**src/hdl/rtm_pkg.sv**
```systemverilog
package rtm_pkg;
    // register offsets (byte addresses, timer 0 instance)
    localparam logic [11:0] ADDR_COUNT_HIGH = 12'hf00;
    localparam logic [11:0] ADDR_COUNT_LOW = 12'hf01;
    localparam logic [11:0] ADDR_RELOAD_HIGH = 12'hf02;
    localparam logic [11:0] ADDR_RELOAD_LOW = 12'hf03;
    localparam logic [11:0] ADDR_MATCH_HIGH = 12'hf04;
    localparam logic [11:0] ADDR_MATCH_LOW = 12'hf05;
    localparam logic [11:0] ADDR_CTRL_ZERO = 12'hf06;
    localparam logic [11:0] ADDR_CTRL_ONE = 12'hf07;
    // control register 0 fields
    localparam int CTL0_MODE_TOP = 7;
    localparam int CTL0_IRQSEL_HI = 6;
    localparam int CTL0_IRQSEL_LO = 5;
    localparam int CTL0_DEAD_HI = 3;
    localparam int CTL0_DEAD_LO = 1;
    localparam int CTL0_CAPFLAG = 0;
    // control register 1 fields
    localparam int CTL1_ENABLE = 7;
    localparam int CTL1_POL = 6;
    localparam int CTL1_PRE_HI = 5;
    localparam int CTL1_PRE_LO = 3;
    localparam int CTL1_MODE_HI = 2;
    localparam int CTL1_MODE_LO = 0;
    // reset values
    localparam logic [7:0] CTL_RESET = 8'h00;
    localparam logic [15:0] COUNT_RESET = 16'h0001;
    localparam logic [15:0] MATCH_RESET = 16'h0000;
    localparam logic [15:0] RELOAD_RESET = 16'hffff;
    localparam logic [15:0] RESTART_COUNT = 16'h0001;
    // interrupt event selection
    localparam logic [1:0] IRQ_BOTH = 2'b00;
    localparam logic [1:0] IRQ_CAPTURE_ONLY = 2'b10;
    localparam logic [1:0] IRQ_RELOAD_ONLY = 2'b11;
    // mode codes: {mode_top_bit, mode_field}
    localparam logic [3:0] MODE_ONE_SHOT = 4'h0;
    localparam logic [3:0] MODE_CONTINUOUS = 4'h1;
    localparam logic [3:0] MODE_PWM_SINGLE = 4'h3;
    localparam logic [3:0] MODE_CAPTURE = 4'h4;
    localparam logic [3:0] MODE_CAPTURE_RESTART = 4'h8;
endpackage

```
**src/hdl/rtm_timer.sv**
```systemverilog
// Design decision made here: the plain strobed port.
`timescale 1ns/100ps
module rtm_timer
(
    input wire logic clock,
    input wire logic rstn,
    input wire logic [11:0] reg_addr,
    input wire logic [7:0] reg_wdata,
    input wire logic reg_write,
    input wire logic reg_read,
    output logic [7:0] reg_rdata,
    input wire logic timer_in,
    output logic timer_out,
    output logic timer_out_en,
    output logic timer_irq
);
    import rtm_pkg::*;

    typedef struct packed {
        logic [7:0] ctl0;
        logic [7:0] ctl1;
        logic [15:0] count;
        logic [15:0] reload;
        logic [15:0] match;
        logic [7:0] count_low_latch;
        logic [6:0] pre_cnt;
        logic out_level;
        logic [1:0] in_sync;
        logic in_prev;
        logic irq;
        logic [7:0] rdata;
    } rtm_state_t;

    rtm_state_t st_reg;
    rtm_state_t st_next;

    ////////////////////////////////////////////////////////////////////////
    // prescale divisor is a power of two, 1 to 128
    function automatic logic [6:0] pre_mask(input logic [2:0] sel);
        pre_mask = 7'((8'h01 << sel) - 8'h01);
    endfunction

    function automatic logic [7:0] read_mux(input rtm_state_t s, input logic [11:0] a);
        case (a)
            ADDR_COUNT_HIGH: read_mux = s.count[15:8];
            // low count byte is the copy taken when the high byte was read
            ADDR_COUNT_LOW: read_mux = s.count_low_latch;
            ADDR_RELOAD_HIGH: read_mux = s.reload[15:8];
            ADDR_RELOAD_LOW: read_mux = s.reload[7:0];
            ADDR_MATCH_HIGH: read_mux = s.match[15:8];
            ADDR_MATCH_LOW: read_mux = s.match[7:0];
            ADDR_CTRL_ZERO: read_mux = s.ctl0;
            ADDR_CTRL_ONE: read_mux = s.ctl1;
            default: read_mux = 8'h00;
        endcase
    endfunction

    ////////////////////////////////////////////////////////////////////////
    logic [3:0] mode;
    logic enabled;
    logic polarity;
    logic tick;
    logic at_reload;
    logic at_match;
    logic in_edge;
    logic rise;
    logic fall;
    logic capture_mode;

    assign mode = {st_reg.ctl0[CTL0_MODE_TOP], st_reg.ctl1[CTL1_MODE_HI:CTL1_MODE_LO]};
    assign enabled = st_reg.ctl1[CTL1_ENABLE];
    assign polarity = st_reg.ctl1[CTL1_POL];
    assign tick = enabled && ((st_reg.pre_cnt & pre_mask(st_reg.ctl1[CTL1_PRE_HI:CTL1_PRE_LO]))
                  == pre_mask(st_reg.ctl1[CTL1_PRE_HI:CTL1_PRE_LO]));
    assign at_match = st_reg.count == st_reg.match;
    assign at_reload = st_reg.count == st_reg.reload;
    assign rise = st_reg.in_sync[1] && !st_reg.in_prev;
    assign fall = !st_reg.in_sync[1] && st_reg.in_prev;
    assign in_edge = enabled && (polarity ? rise : fall);
    assign capture_mode = (mode == MODE_CAPTURE) || (mode == MODE_CAPTURE_RESTART);

    always_comb
    begin
        logic cap_irq;
        logic rel_irq;
        cap_irq = 1'b0;
        rel_irq = 1'b0;
        st_next = st_reg;
        st_next.in_sync = {st_reg.in_sync[0], timer_in};
        st_next.in_prev = st_reg.in_sync[1];
        st_next.rdata = 8'h00;
        // prescaler cleared and count frozen while disabled
        if (enabled)
        begin
            st_next.pre_cnt = st_reg.pre_cnt + 7'h01;
        end
        else
        begin
            st_next.pre_cnt = 7'h00;
            st_next.out_level = polarity;
        end
        if (tick)
        begin
            if (at_reload)
            begin
                // every later pass restarts at 0001
                st_next.count = RESTART_COUNT;
                if (mode == MODE_ONE_SHOT)
                begin
                    st_next.ctl1[CTL1_ENABLE] = 1'b0;
                end
                if (mode == MODE_CONTINUOUS || mode == MODE_ONE_SHOT)
                begin
                    st_next.out_level = !st_reg.out_level;
                end
                if (mode == MODE_PWM_SINGLE)
                begin
                    st_next.out_level = polarity;
                end
                rel_irq = 1'b1;
            end
            else
            begin
                st_next.count = st_reg.count + 16'h0001;
                if (mode == MODE_PWM_SINGLE && at_match)
                begin
                    st_next.out_level = !st_reg.out_level;
                end
            end
        end
        if (capture_mode && in_edge)
        begin
            // capture current count into the pair
            st_next.match = st_reg.count;
            if (mode == MODE_CAPTURE_RESTART)
            begin
                st_next.count = RESTART_COUNT;
                st_next.pre_cnt = 7'h00;
            end
            cap_irq = 1'b1;
        end
        // software access
        if (reg_read)
        begin
            st_next.rdata = read_mux(st_reg, reg_addr);
            if (reg_addr == ADDR_COUNT_HIGH)
            begin
                st_next.count_low_latch = st_reg.count[7:0];
            end
        end
        if (reg_write)
        begin
            case (reg_addr)
                ADDR_COUNT_HIGH: st_next.count[15:8] = reg_wdata;
                ADDR_COUNT_LOW: st_next.count[7:0] = reg_wdata;
                ADDR_RELOAD_HIGH: st_next.reload[15:8] = reg_wdata;
                ADDR_RELOAD_LOW: st_next.reload[7:0] = reg_wdata;
                ADDR_MATCH_HIGH: st_next.match[15:8] = reg_wdata;
                ADDR_MATCH_LOW: st_next.match[7:0] = reg_wdata;
                ADDR_CTRL_ZERO: st_next.ctl0 = reg_wdata;
                ADDR_CTRL_ONE: st_next.ctl1 = reg_wdata;
                default: st_next.ctl1 = st_next.ctl1;
            endcase
        end
        // hardware status wins over a software write
        if (capture_mode && cap_irq)
        begin
            st_next.ctl0[CTL0_CAPFLAG] = 1'b1;
        end
        else if (capture_mode && rel_irq)
        begin
            st_next.ctl0[CTL0_CAPFLAG] = 1'b0;
        end
        case (st_reg.ctl0[CTL0_IRQSEL_HI:CTL0_IRQSEL_LO])
            IRQ_CAPTURE_ONLY: st_next.irq = cap_irq;
            IRQ_RELOAD_ONLY: st_next.irq = rel_irq;
            default: st_next.irq = cap_irq || rel_irq;
        endcase
    end

    always_ff @(posedge clock or negedge rstn)
    begin
        if (!rstn)
        begin
            st_reg <= '{ctl0: CTL_RESET, ctl1: CTL_RESET, count: COUNT_RESET,
                        reload: RELOAD_RESET, match: MATCH_RESET,
                        count_low_latch: 8'h00, pre_cnt: 7'h00, out_level: 1'b0,
                        in_sync: 2'b00, in_prev: 1'b0, irq: 1'b0, rdata: 8'h00};
        end
        else
        begin
            st_reg <= st_next;
        end
    end

    ////////////////////////////////////////////////////////////////////////
    assign reg_rdata = st_reg.rdata;
    assign timer_irq = st_reg.irq;
    assign timer_out = st_reg.out_level;
    // output enable low while driving; capture modes leave the pin as input
    assign timer_out_en = capture_mode;
endmodule

```
**config.mk**
```make
export PLATFORM = sky130hd
export DESIGN_NAME = rtm_timer
export DESIGN_NICKNAME = d
export VERILOG_FILES = /design/src/hdl/rtm_pkg.sv /design/src/hdl/rtm_timer.sv
export SDC_FILE = /design/constraint.sdc
export NUM_CORES = 1
export LEC_CHECK = 0
export ABC_CLOCK_PERIOD_IN_PS = 3900
export BUFFER_PORTS_ARGS = -buffer_cell sky130_fd_sc_hd__buf_2
export CORE_ASPECT_RATIO = 1.75
export CORE_MARGIN = 2
export CORE_UTILIZATION = 60
export DETAILED_ROUTE_END_ITERATION = 10
export MAX_ROUTING_LAYER = met4
export PLACE_DENSITY = 0.9
export SETUP_SLACK_MARGIN = 0.5
export SLEW_MARGIN = 0
export SYNTH_ARGS = -nofsm -noshare
export SYNTH_HDL_FRONTEND = slang
export SYNTH_SLANG_ARGS = --single-unit
```
**constraint.sdc**
```tcl
create_clock -name clock -period 3.9 [get_ports clock]
set_clock_uncertainty 0.2 [all_clocks]
set_input_delay 0.78 -clock clock [delete_from_list [all_inputs] [get_ports clock]]
set_output_delay 0.78 -clock clock [all_outputs]
set_load 0.01 [all_outputs]
```
Word-level counts from Yosys, hierarchy flattened --
Cells that the tools add are included.
Word-level totals: word-level logic and storage cells 95, register bits 92
Cells by class: reductions and logical operators 23, muxes and demuxes 35, shift-type cells 1, bitwise logic cells 1, equal/unequal tests 17, $add $sub $neg 3
Operators by type and width (count):
- $eq 12x12->1 const B | 8
- $mux 16 | 5
- $mux 8 | 8
- $pmux 8 s8 | 1
- $mux 57 | 1
- $eq 16x16->1 | 2
- $mux 7 | 3
- $add 16x1->16 const B | 1
- $mux 1 | 16
- $reduce_and 2->1 | 6
- $logic_and 1x1->1 | 8
- $add 7x1->7 const B | 1
- $and 7x7->7 | 1
- $eq 7x7->1 | 1
- $shl 1x3->7 const A | 1
- $sub 7x1->7 const B | 1
- $reduce_bool 3->1 | 2
- $eq 2x2->1 const B | 2
- $eq 4x1->1 const B | 1
- $eq 4x2->1 const B | 1
- $eq 4x3->1 const B | 1
- $eq 4x4->1 const B | 1
- $logic_not 4->1 | 1
- $logic_not 1->1 | 3
- other kinds (2) | 4

Longest topological paths before layout --
Gate-level depths: netlist of run 1.
depth in word-level cells 12, depth in mapped cells 12, gate-level depth less buffers 9

Worst setup path before layout of run 1 --
Ideal clock, no wire load.
path kind register to register, start point register st_reg[81] (netlist bit), end point register st_reg, in the netlist timer_irq, cell stages (with the launch flop) 13, required time 3.617 ns, path slack 0.993 ns, buffers on the path 3, arrival 2.624 ns, path through dfrtp_1 > buf_6 > nor3_2 > inv_1 > ha_1 > nor2b_1 > mux2i_1 > or4b_1 > buf_2 > or3_1 > buf_2 > mux2_4 > a22oi_2
RTL lines:
- start, declared | RTL line rtm_timer.sv:34 | rtm_state_t st_reg;
- start signal, assigned | RTL line rtm_timer.sv:185 | st_reg <= '{ctl0: CTL_RESET, ctl1: CTL_RESET, count: COUNT_RESET,
- start signal, assigned | RTL line rtm_timer.sv:192 | st_reg <= st_next;

==> results of run 1 <==
-- worst reg2reg max path, cell delays in order, from the launching register on --
cell      delay, ns
dfrtp_1        0.49
nor3_2         0.22
inv_1          0.07
ha_1           0.26
or4b_2         0.62
a31oi_1        0.22
nand2b_1       0.17
or3_1          0.25
nand3_1        0.27
o21ai_0        0.26
-- where the power goes --
part / total, mW / leakage, nW / switching, mW / internal [mW]
sequential: 1.15 / 1.11 / 0.124 / 1.02
clock: 0.805 / 0.133 / 0.356 / 0.448
combinational: 0.340 / 1.28 / 0.195 / 0.145
-- through the flow --
step | hold WS (ns) | worst slack, ns
2_1_floorplan | 0.131 | 0.993
3_3_place_gp | 0.137 | 0.836
3_5_place_dp | 0.143 | 0.722
4_1_cts | 0.159 | 0.771
5_1_grt | 0.161 | 0.516
6_report | 0.155 | 0.768
-- area by class of cell --
type	count	area (µm²)	share of cell area
multi-input combinational	368	2640	0.467
clock buffer	12	246	0.0437
inverter	4	15.0	0.00266
clock inverter	4	26.3	0.00466
sequential	92	2320	0.412
tap	117	146	0.0260
timing repair buffer	44	245	0.0435
-- cells in the mapped netlist, types with 2 or more instances --
master and instances:
a21oi_1 7, xor2_1 28, nor2b_1 5, xnor2_1 25, dfstp_2 17, dfrtp_1 75
or3_1 3, a222oi_1 4, a31oi_1 3, and2_1 2, o21ai_0 44, nand3_1 13
buf_1 5, buf_6 2, mux2i_1 29, buf_2 7, o211ai_1 2, nand2_1 65
buf_4 9, nor3_1 9, or3b_2 2, or4b_1 2, nor2_1 24, nand4_1 9
mux2_2 35, clkbuf_1 28, inv_1 4, nor4_1 15, and3_1 12, nand2b_1 3
mux4_2 8, ha_1 3
-- kinds of logic (layout without fill, tap and decap cells) --
| group | after synthesis | count (layout) |
|---|---|---|
| xor gates and xnor gates | 53 | 53 |
| buffers and inverters | 55 | 64 |
| DFF | 92 | 92 |
| adders and majority gates | 3 | 3 |
| AOI/OAI and AO/OA | 69 | 69 |
| and+or+nand+nor | 170 | 170 |
| muxes | 73 | 73 |
-- per-layer routing --
| metal | global-route usage | wire length, µm | up-vias |
|---|---|---|---|
| li1 | - | - | 1821 |
| met1 | 0.368 | 5100 | 2033 |
| met2 | 0.511 | 7100 | 215 |
| met3 | 0.0513 | 870 | 83 |
| met4 | 0.265 | 1320 | 0 |
| met5 | - | 0 | - |
-- path summary, 6_finish.rpt --
| check | slack, ns | from | to |
|---|---|---|---|
| worst max-delay path | 0.77 | st_reg[80]$_DFFE_PN0P_ | st_reg[63]$_DFF_PN0_ |
| worst min-delay path | 0.16 | st_next[11]$_DFF_PN0_ | st_next[9]$_DFF_PN0_ |
| worst max register to register | 0.77 | st_reg[80]$_DFFE_PN0P_ | st_reg[63]$_DFF_PN0_ |
| worst min register to register | 0.16 | st_next[11]$_DFF_PN0_ | st_next[9]$_DFF_PN0_ |
| max in group asynchronous | 2.21 | rstn | st_reg[44]$_DFFE_PN1P_ |
| min in group asynchronous | 0.44 | rstn | st_reg[66]$_DFF_PN0_ |
==> implementation parameters, run 1 <==
Parameter                              Value

Setup path
  Worst path max stage delay ... 0.62 ns
  Library cell contributing the largest single delay on the critical path ... or4b_2
  Arrival time reported for the critical path endpoint ... approximately 3.2 ns
  Maximum fanout count along the critical path ... 10
  Number of buffer and inverter stages on the critical path ... 1
  Crit-path cells ... nor3_2 -> inv_1 -> ha_1 -> or4b_2 -> a31oi_1 -> nand2b_1 -> or3_1 -> nand3_1 -> o21ai_0
  Worst Setup Start Kind ... flop
  Crit path required time ... 3.96 ns
  Depth of the critical timing path with buffers and inverters included ... 9
  Top delay family on crit path ... simple AND/OR/NAND/NOR gates
  Crit Path Class ... flop to flop
  Number of cells traversed by the worst register-to-register path ... 9
  Critical path endpoint category ... flop

Timing
  Highest clock rate ... ~0.32 GHz
  RSZ-0062 raised after global routing ... no
  Shortest clock period the worst path allows after layout ... 3.13 ns
  Max Slew Vio Count ... 0
  Final setup TNS ... 0 ns
  Final count of negative-setup-slack endpoints ... 0
  Worst-margin pin slew ... 1.12 ns
  Number of hold violations in the final report ... 0
  Final Cycle Share ... 0.803
  Relative slew slack ... 0.250

Yosys
  Post-Syn Area ... 0.00522 mm²
  Count of unique library cells instantiated by Yosys ... 48
  Fraction of synthesized cell area taken by the top area cell type ... 0.359
  Total of warnings raised by yosys ... 0
  Most area-hungry cell type in the Yosys netlist ... dfrtp_1
  Dominant cells by area after synthesis ... dfrtp_1 36%, dfstp_2 8.6%, mux2_2 7.5%
  Async SR Flop Fraction ... 1.00
  Sequential share of the synthesized area ... 0.445
  Count of flip-flops with a built-in enable after synthesis ... 0
  Post-Synth Simple-Gate Area ... 0.161
  Combinational family with the most area after synthesis ... multiplexers
  Xor-xnor portion of the synthesized cell area ... 0.0889
  Multiplexer share of the synthesized area ... 0.168
  Post-synthesis net count ... 543
  Yosys reg bits ... 92
  Synth Instances ... 515
  Main flop type after synthesis ... dfrtp_1
  Arithmetic-cell share of the synthesized area counting full adders, half adders and majority gates ... 0.00719
  Syn_area_per_cell ... around 10 µm²
  Compound-cell area share of the yosys netlist ... 0.0791

Placement
  Number of port buffers ... 35
  Post-place instance area ... around 0.0054 mm²
  Placed wire-length estimate after detailed placement ... a little over 10 mm
  Placer congestion estimate ... 1.02
  Instance count after placement with tap cells included ... roughly 630

Worst hold path
  Depth of the worst hold-timing path ... 0
  Path class of the lowest-slack min-delay path ... flop to flop

Routing
  Total vias in the final route ... 4152
  Count of antenna-violating nets left after detailed routing ... 0
  First-pass DRT Iterations ... 7
  Final Routed Wirelength ... 14.4 mm
  DRT iter0 DRCs ... 445
  Post-route DRC violation count ... 0
  Average routed wire per standard cell ... 22.5 µm
  Vias/cell ... 6.48

Outcome
  Run status ... completed

Global routing
  Wire length of the first global-routing pass ... 22.0 mm
  Vias in the first global route ... 4113
  Maximum number of pins on one net before global-route repair ... about 90
  Global-route congestion overflow total ... 0
  Number of antenna violations at the first check in global routing ... 0
  Overall Global Routing Usage ... 0.331

Clock network
  Post-cts repair resize count ... 0
  Root Buffer ... clkbuf_16
  Largest buffer count on any clock path ... 2
  Clock transition time at the flip-flop clock pins of the worst setup and hold paths ... ~0.06 ns
  Latest clock arrival within the worst-skew pair ... 0.35 ns
  Sink count of the clock tree ... 92
  Count of hold buffers inserted by post-cts repair ... 0
  Clock tree from TritonCTS ... done
  Number of buffers created by CTS ... 9
  Buffer count from post-CTS setup fixing ... 0
  Clock H-tree levels ... 3

Pwr
  P_leak ... 2.52 nW
  Worst VDD drop ... between 0.0002 and 0.00025 V
  Overall power of the completed layout ... roughly 2.3 mW
  Power density cells ... 407 mW/mm²

Finish
  Number of diodes ... 0
  Share of final-layout standard cells stronger than drive strength 1 ... 0.240
  Layout overhead on the synthesized area ... 7.95%
  Total of fill cells in the finished design ... 682
  Post-route core utilization ... 0.659
  Leading cell type in the layout, fill and taps excluded ... dfrtp_1
  Max FFs per register ... between 70 and 80
  Most frequent cells in the layout ... 75 x dfrtp_1, 65 x nand2_1, 44 x o21ai_0
  Finished layout cell area ... 0.00564 mm²
  Post-Layout Cell Count ... 641
  Fin nets ... between 500 and 600

Floorplan
  Starting density of the core ... 0.610
  Die outline height ... 127 µm
  Number of top-level pins ... 36
  Placeable core region ... 0.00856 mm²
  Die area ... 0.00950 mm²
  Num rows ... 45
  Floorplan die width ... 74.5 µm

Run
  Max-cap violations ... 0
(Power assumes the default switching activity.)
==> run 2: changes to the inputs <==
--- a/config.mk
+++ b/config.mk
@@ -5,7 +5,7 @@
 export SDC_FILE = /design/constraint.sdc
 export NUM_CORES = 1
 export LEC_CHECK = 0
-export ABC_CLOCK_PERIOD_IN_PS = 3900
+export ABC_CLOCK_PERIOD_IN_PS = 3200
 export BUFFER_PORTS_ARGS = -buffer_cell sky130_fd_sc_hd__buf_2
 export CORE_ASPECT_RATIO = 1.75
 export CORE_MARGIN = 2
==> constraint.sdc (replaced) <==
create_clock -name clock -period 3.2 [get_ports clock]
set_clock_uncertainty 0.2 [all_clocks]
set_input_delay 0.64 -clock clock [delete_from_list [all_inputs] [get_ports clock]]
set_output_delay 0.64 -clock clock [all_outputs]
set_load 0.01 [all_outputs]
==> run 2 against run 1 <==
Cell count increased by 3.1%; power increased by 32%; highest routed layer unchanged; sequential power increased by 20%; critical path depth decreased by 2; worst hold slack improved by 0.0066 ns; maximum frequency increased by 5.8%; global-route usage increased by 2.7 points; sequential cell count unchanged; via count increased by 8.7%; count of clock-buffer cells in the layout decreased by 1; first-iteration DRC count increased by 25%; register-to-register slack got worse by 0.53 ns.
==> implementation parameters, run 2 (same netlist as run 1, synthesis figures left out) <==
Parameter                              Value

Outcome
  Run status ... completed

Routing
  Total vias in the final route ... 4514
  Average routed wire per standard cell ... 25.3 µm
  First-pass DRT Iterations ... 6
  Vias/cell ... between 6 and 7
  Post-route DRC violation count ... 0
  DRT iter0 DRCs ... between 500 and 600
  Count of antenna-violating nets left after detailed routing ... 0
  Final Routed Wirelength ... 16.7 mm

Placement
  Number of port buffers ... 35
  Worst-case setup slack after placement ... ~0.22 ns
  Post-place instance area ... 0.00546 mm²
  Placer congestion estimate ... 1.07
  Placed wire-length estimate after detailed placement ... ~11 mm

Floorplan
  Number of top-level pins ... 36
  Starting density of the core ... 0.610
  Die area ... ~0.0095 mm²
  Die outline height ... approximately 130 µm
  Placeable core region ... about 0.0086 mm²
  Num rows ... 45
  Floorplan die width ... 74.5 µm

Clock network
  Sink count of the clock tree ... 92
  Clock tree from TritonCTS ... done
  Root Buffer ... clkbuf_16
  Clock H-tree levels ... 3
  Latest clock arrival within the worst-skew pair ... 0.35 ns
  Clock transition time at the flip-flop clock pins of the worst setup and hold paths ... 0.07 ns
  Number of buffers created by CTS ... 9
  Largest buffer count on any clock path ... 2

Setup path
  Crit Path Class ... flop to flop
  Library cell contributing the largest single delay on the critical path ... or4b_4
  Arrival time reported for the critical path endpoint ... 3.03 ns
  Top delay family on crit path ... simple AND/OR/NAND/NOR gates
  Worst Setup Start Kind ... flop
  Number of buffer and inverter stages on the critical path ... 1
  Critical path endpoint category ... flop
  Crit-path cells ... buf_4 -> nor3b_1 -> mux2i_1 -> or4b_4 -> or3_4 -> mux2_4 -> a22oi_2
  Maximum fanout count along the critical path ... 7
  Crit path required time ... 3.27 ns
  Worst path max stage delay ... roughly 0.53 ns

Finish
  Combined area of the multi-input logic cells ... ~0.003 mm²
  Share of final-layout standard cells stronger than drive strength 1 ... 0.342
  Layout overhead on the synthesized area ... 17.8%
  Register area ... 0.00233 mm²
  Number of diodes ... 0
  Most frequent cells in the layout ... 73 x dfrtp_1, 65 x nand2_1, 35 x mux2_2
  Leading cell type in the layout, fill and taps excluded ... dfrtp_1
  Finished layout cell area ... 0.00615 mm²
  Total of fill cells in the finished design ... 581
  Fin nets ... 567
  Max FFs per register ... 74

Timing
  Final Cycle Share ... 0.925
  Max Slew Vio Count ... 0
  Final count of negative-setup-slack endpoints ... 0
  Final setup TNS ... 0 ns
  Highest clock rate ... 0.338 GHz
  RSZ-0062 raised after global routing ... yes
  Worst Slack Setup Final ... 0.239 ns
  Relative slew slack ... 0.559
  Worst-margin pin slew ... 0.656 ns
  Number of hold violations in the final report ... 0
  Shortest clock period the worst path allows after layout ... 2.96 ns

Pwr
  P_leak ... 2.74 nW
  Worst VDD drop ... 0.000339 V
  Overall power of the completed layout ... 3.03 mW
  Power density cells ... 492 mW/mm²

Global routing
  Number of antenna violations at the first check in global routing ... 0
  Global-route congestion overflow total ... 0
  Maximum number of pins on one net before global-route repair ... 73
  Wire length of the first global-routing pass ... 23.8 mm
  Vias in the first global route ... between 4000 and 5000
  Overall Global Routing Usage ... 0.357

Run
  Max-cap violations ... 0

Worst hold path
  Path class of the lowest-slack min-delay path ... flop to flop
## run 2: timing repair
item / CTS / global route
hold endpoints to repair: 19 / 0
hold buffers: 1 / 0
resized for setup: 22 / 48
buffers inserted: 5 / 6
pin swaps: 1 / 12
setup endpoints to repair: 19 / 29
## run 2: layer usage
| layer | vias up | global-route usage | wire (µm) |
|---|---|---|---|
| li1 | 1850 | - | - |
| met1 | 2218 | 0.391 | 5530 |
| met2 | 329 | 0.559 | 8300 |
| met3 | 117 | 0.0891 | 1460 |
| met4 | 0 | 0.243 | 1450 |
| met5 | - | - | 0 |
## run 2: area by class of cell
class / instances / share of cell area
Clock buffer: 11 / 0.0411
Inverter: 4 / 0.00244
Clock inverter: 5 / 0.00956
Multi-Input combinational cell: 368 / 0.475
Sequential cell: 92 / 0.378
Timing Repair Buffer: 64 / 0.0706
Tap cell: 117 / 0.0238
## run 2: worst paths after layout
path,start,endpoint,slack (ns),cells after the start
worst max-delay path,st_reg[79]$_DFFE_PN0P_,timer_irq$_DFF_PN0_,0.24,7
worst min-delay path,st_next[11]$_DFF_PN0_,st_next[9]$_DFF_PN0_,0.16,0
worst max register to register,st_reg[79]$_DFFE_PN0P_,timer_irq$_DFF_PN0_,0.24,7
worst min register to register,st_next[11]$_DFF_PN0_,st_next[9]$_DFF_PN0_,0.16,0
max in group asynchronous,rstn,st_reg[53]$_DFFE_PN1P_,1.57,3
min in group asynchronous,rstn,st_reg[73]$_DFF_PN0_,0.51,2
## run 2: worst register-to-register path: cells and delay by family (launching register included)
kind,cells,cell delay [ns]
and+or+nand+nor,3,1.33
muxes,2,0.59
DFF,1,0.44
buffers and inverters,1,0.20
AOI/OAI and AO/OA,1,0.12
## run 2: power by group
| group | total (mW) | switching [mW] | internal, mW |
|---|---|---|---|
| Sequential | 1.38 | 0.135 | 1.25 |
| Clock | 1.11 | 0.461 | 0.649 |
| Combinational | 0.534 | 0.316 | 0.218 |
| Total | 3.03 | 0.912 | 2.12 |
## run 2: through the flow
stage,instances,utilization,hold slack (ns)
2_1_floorplan,515,-,0.131
3_3_place_gp,633,0.638,0.135
3_5_place_dp,633,0.638,0.153
4_1_cts,655,0.689,0.168
5_1_grt,661,0.719,0.179
6_report,661,0.719,0.162
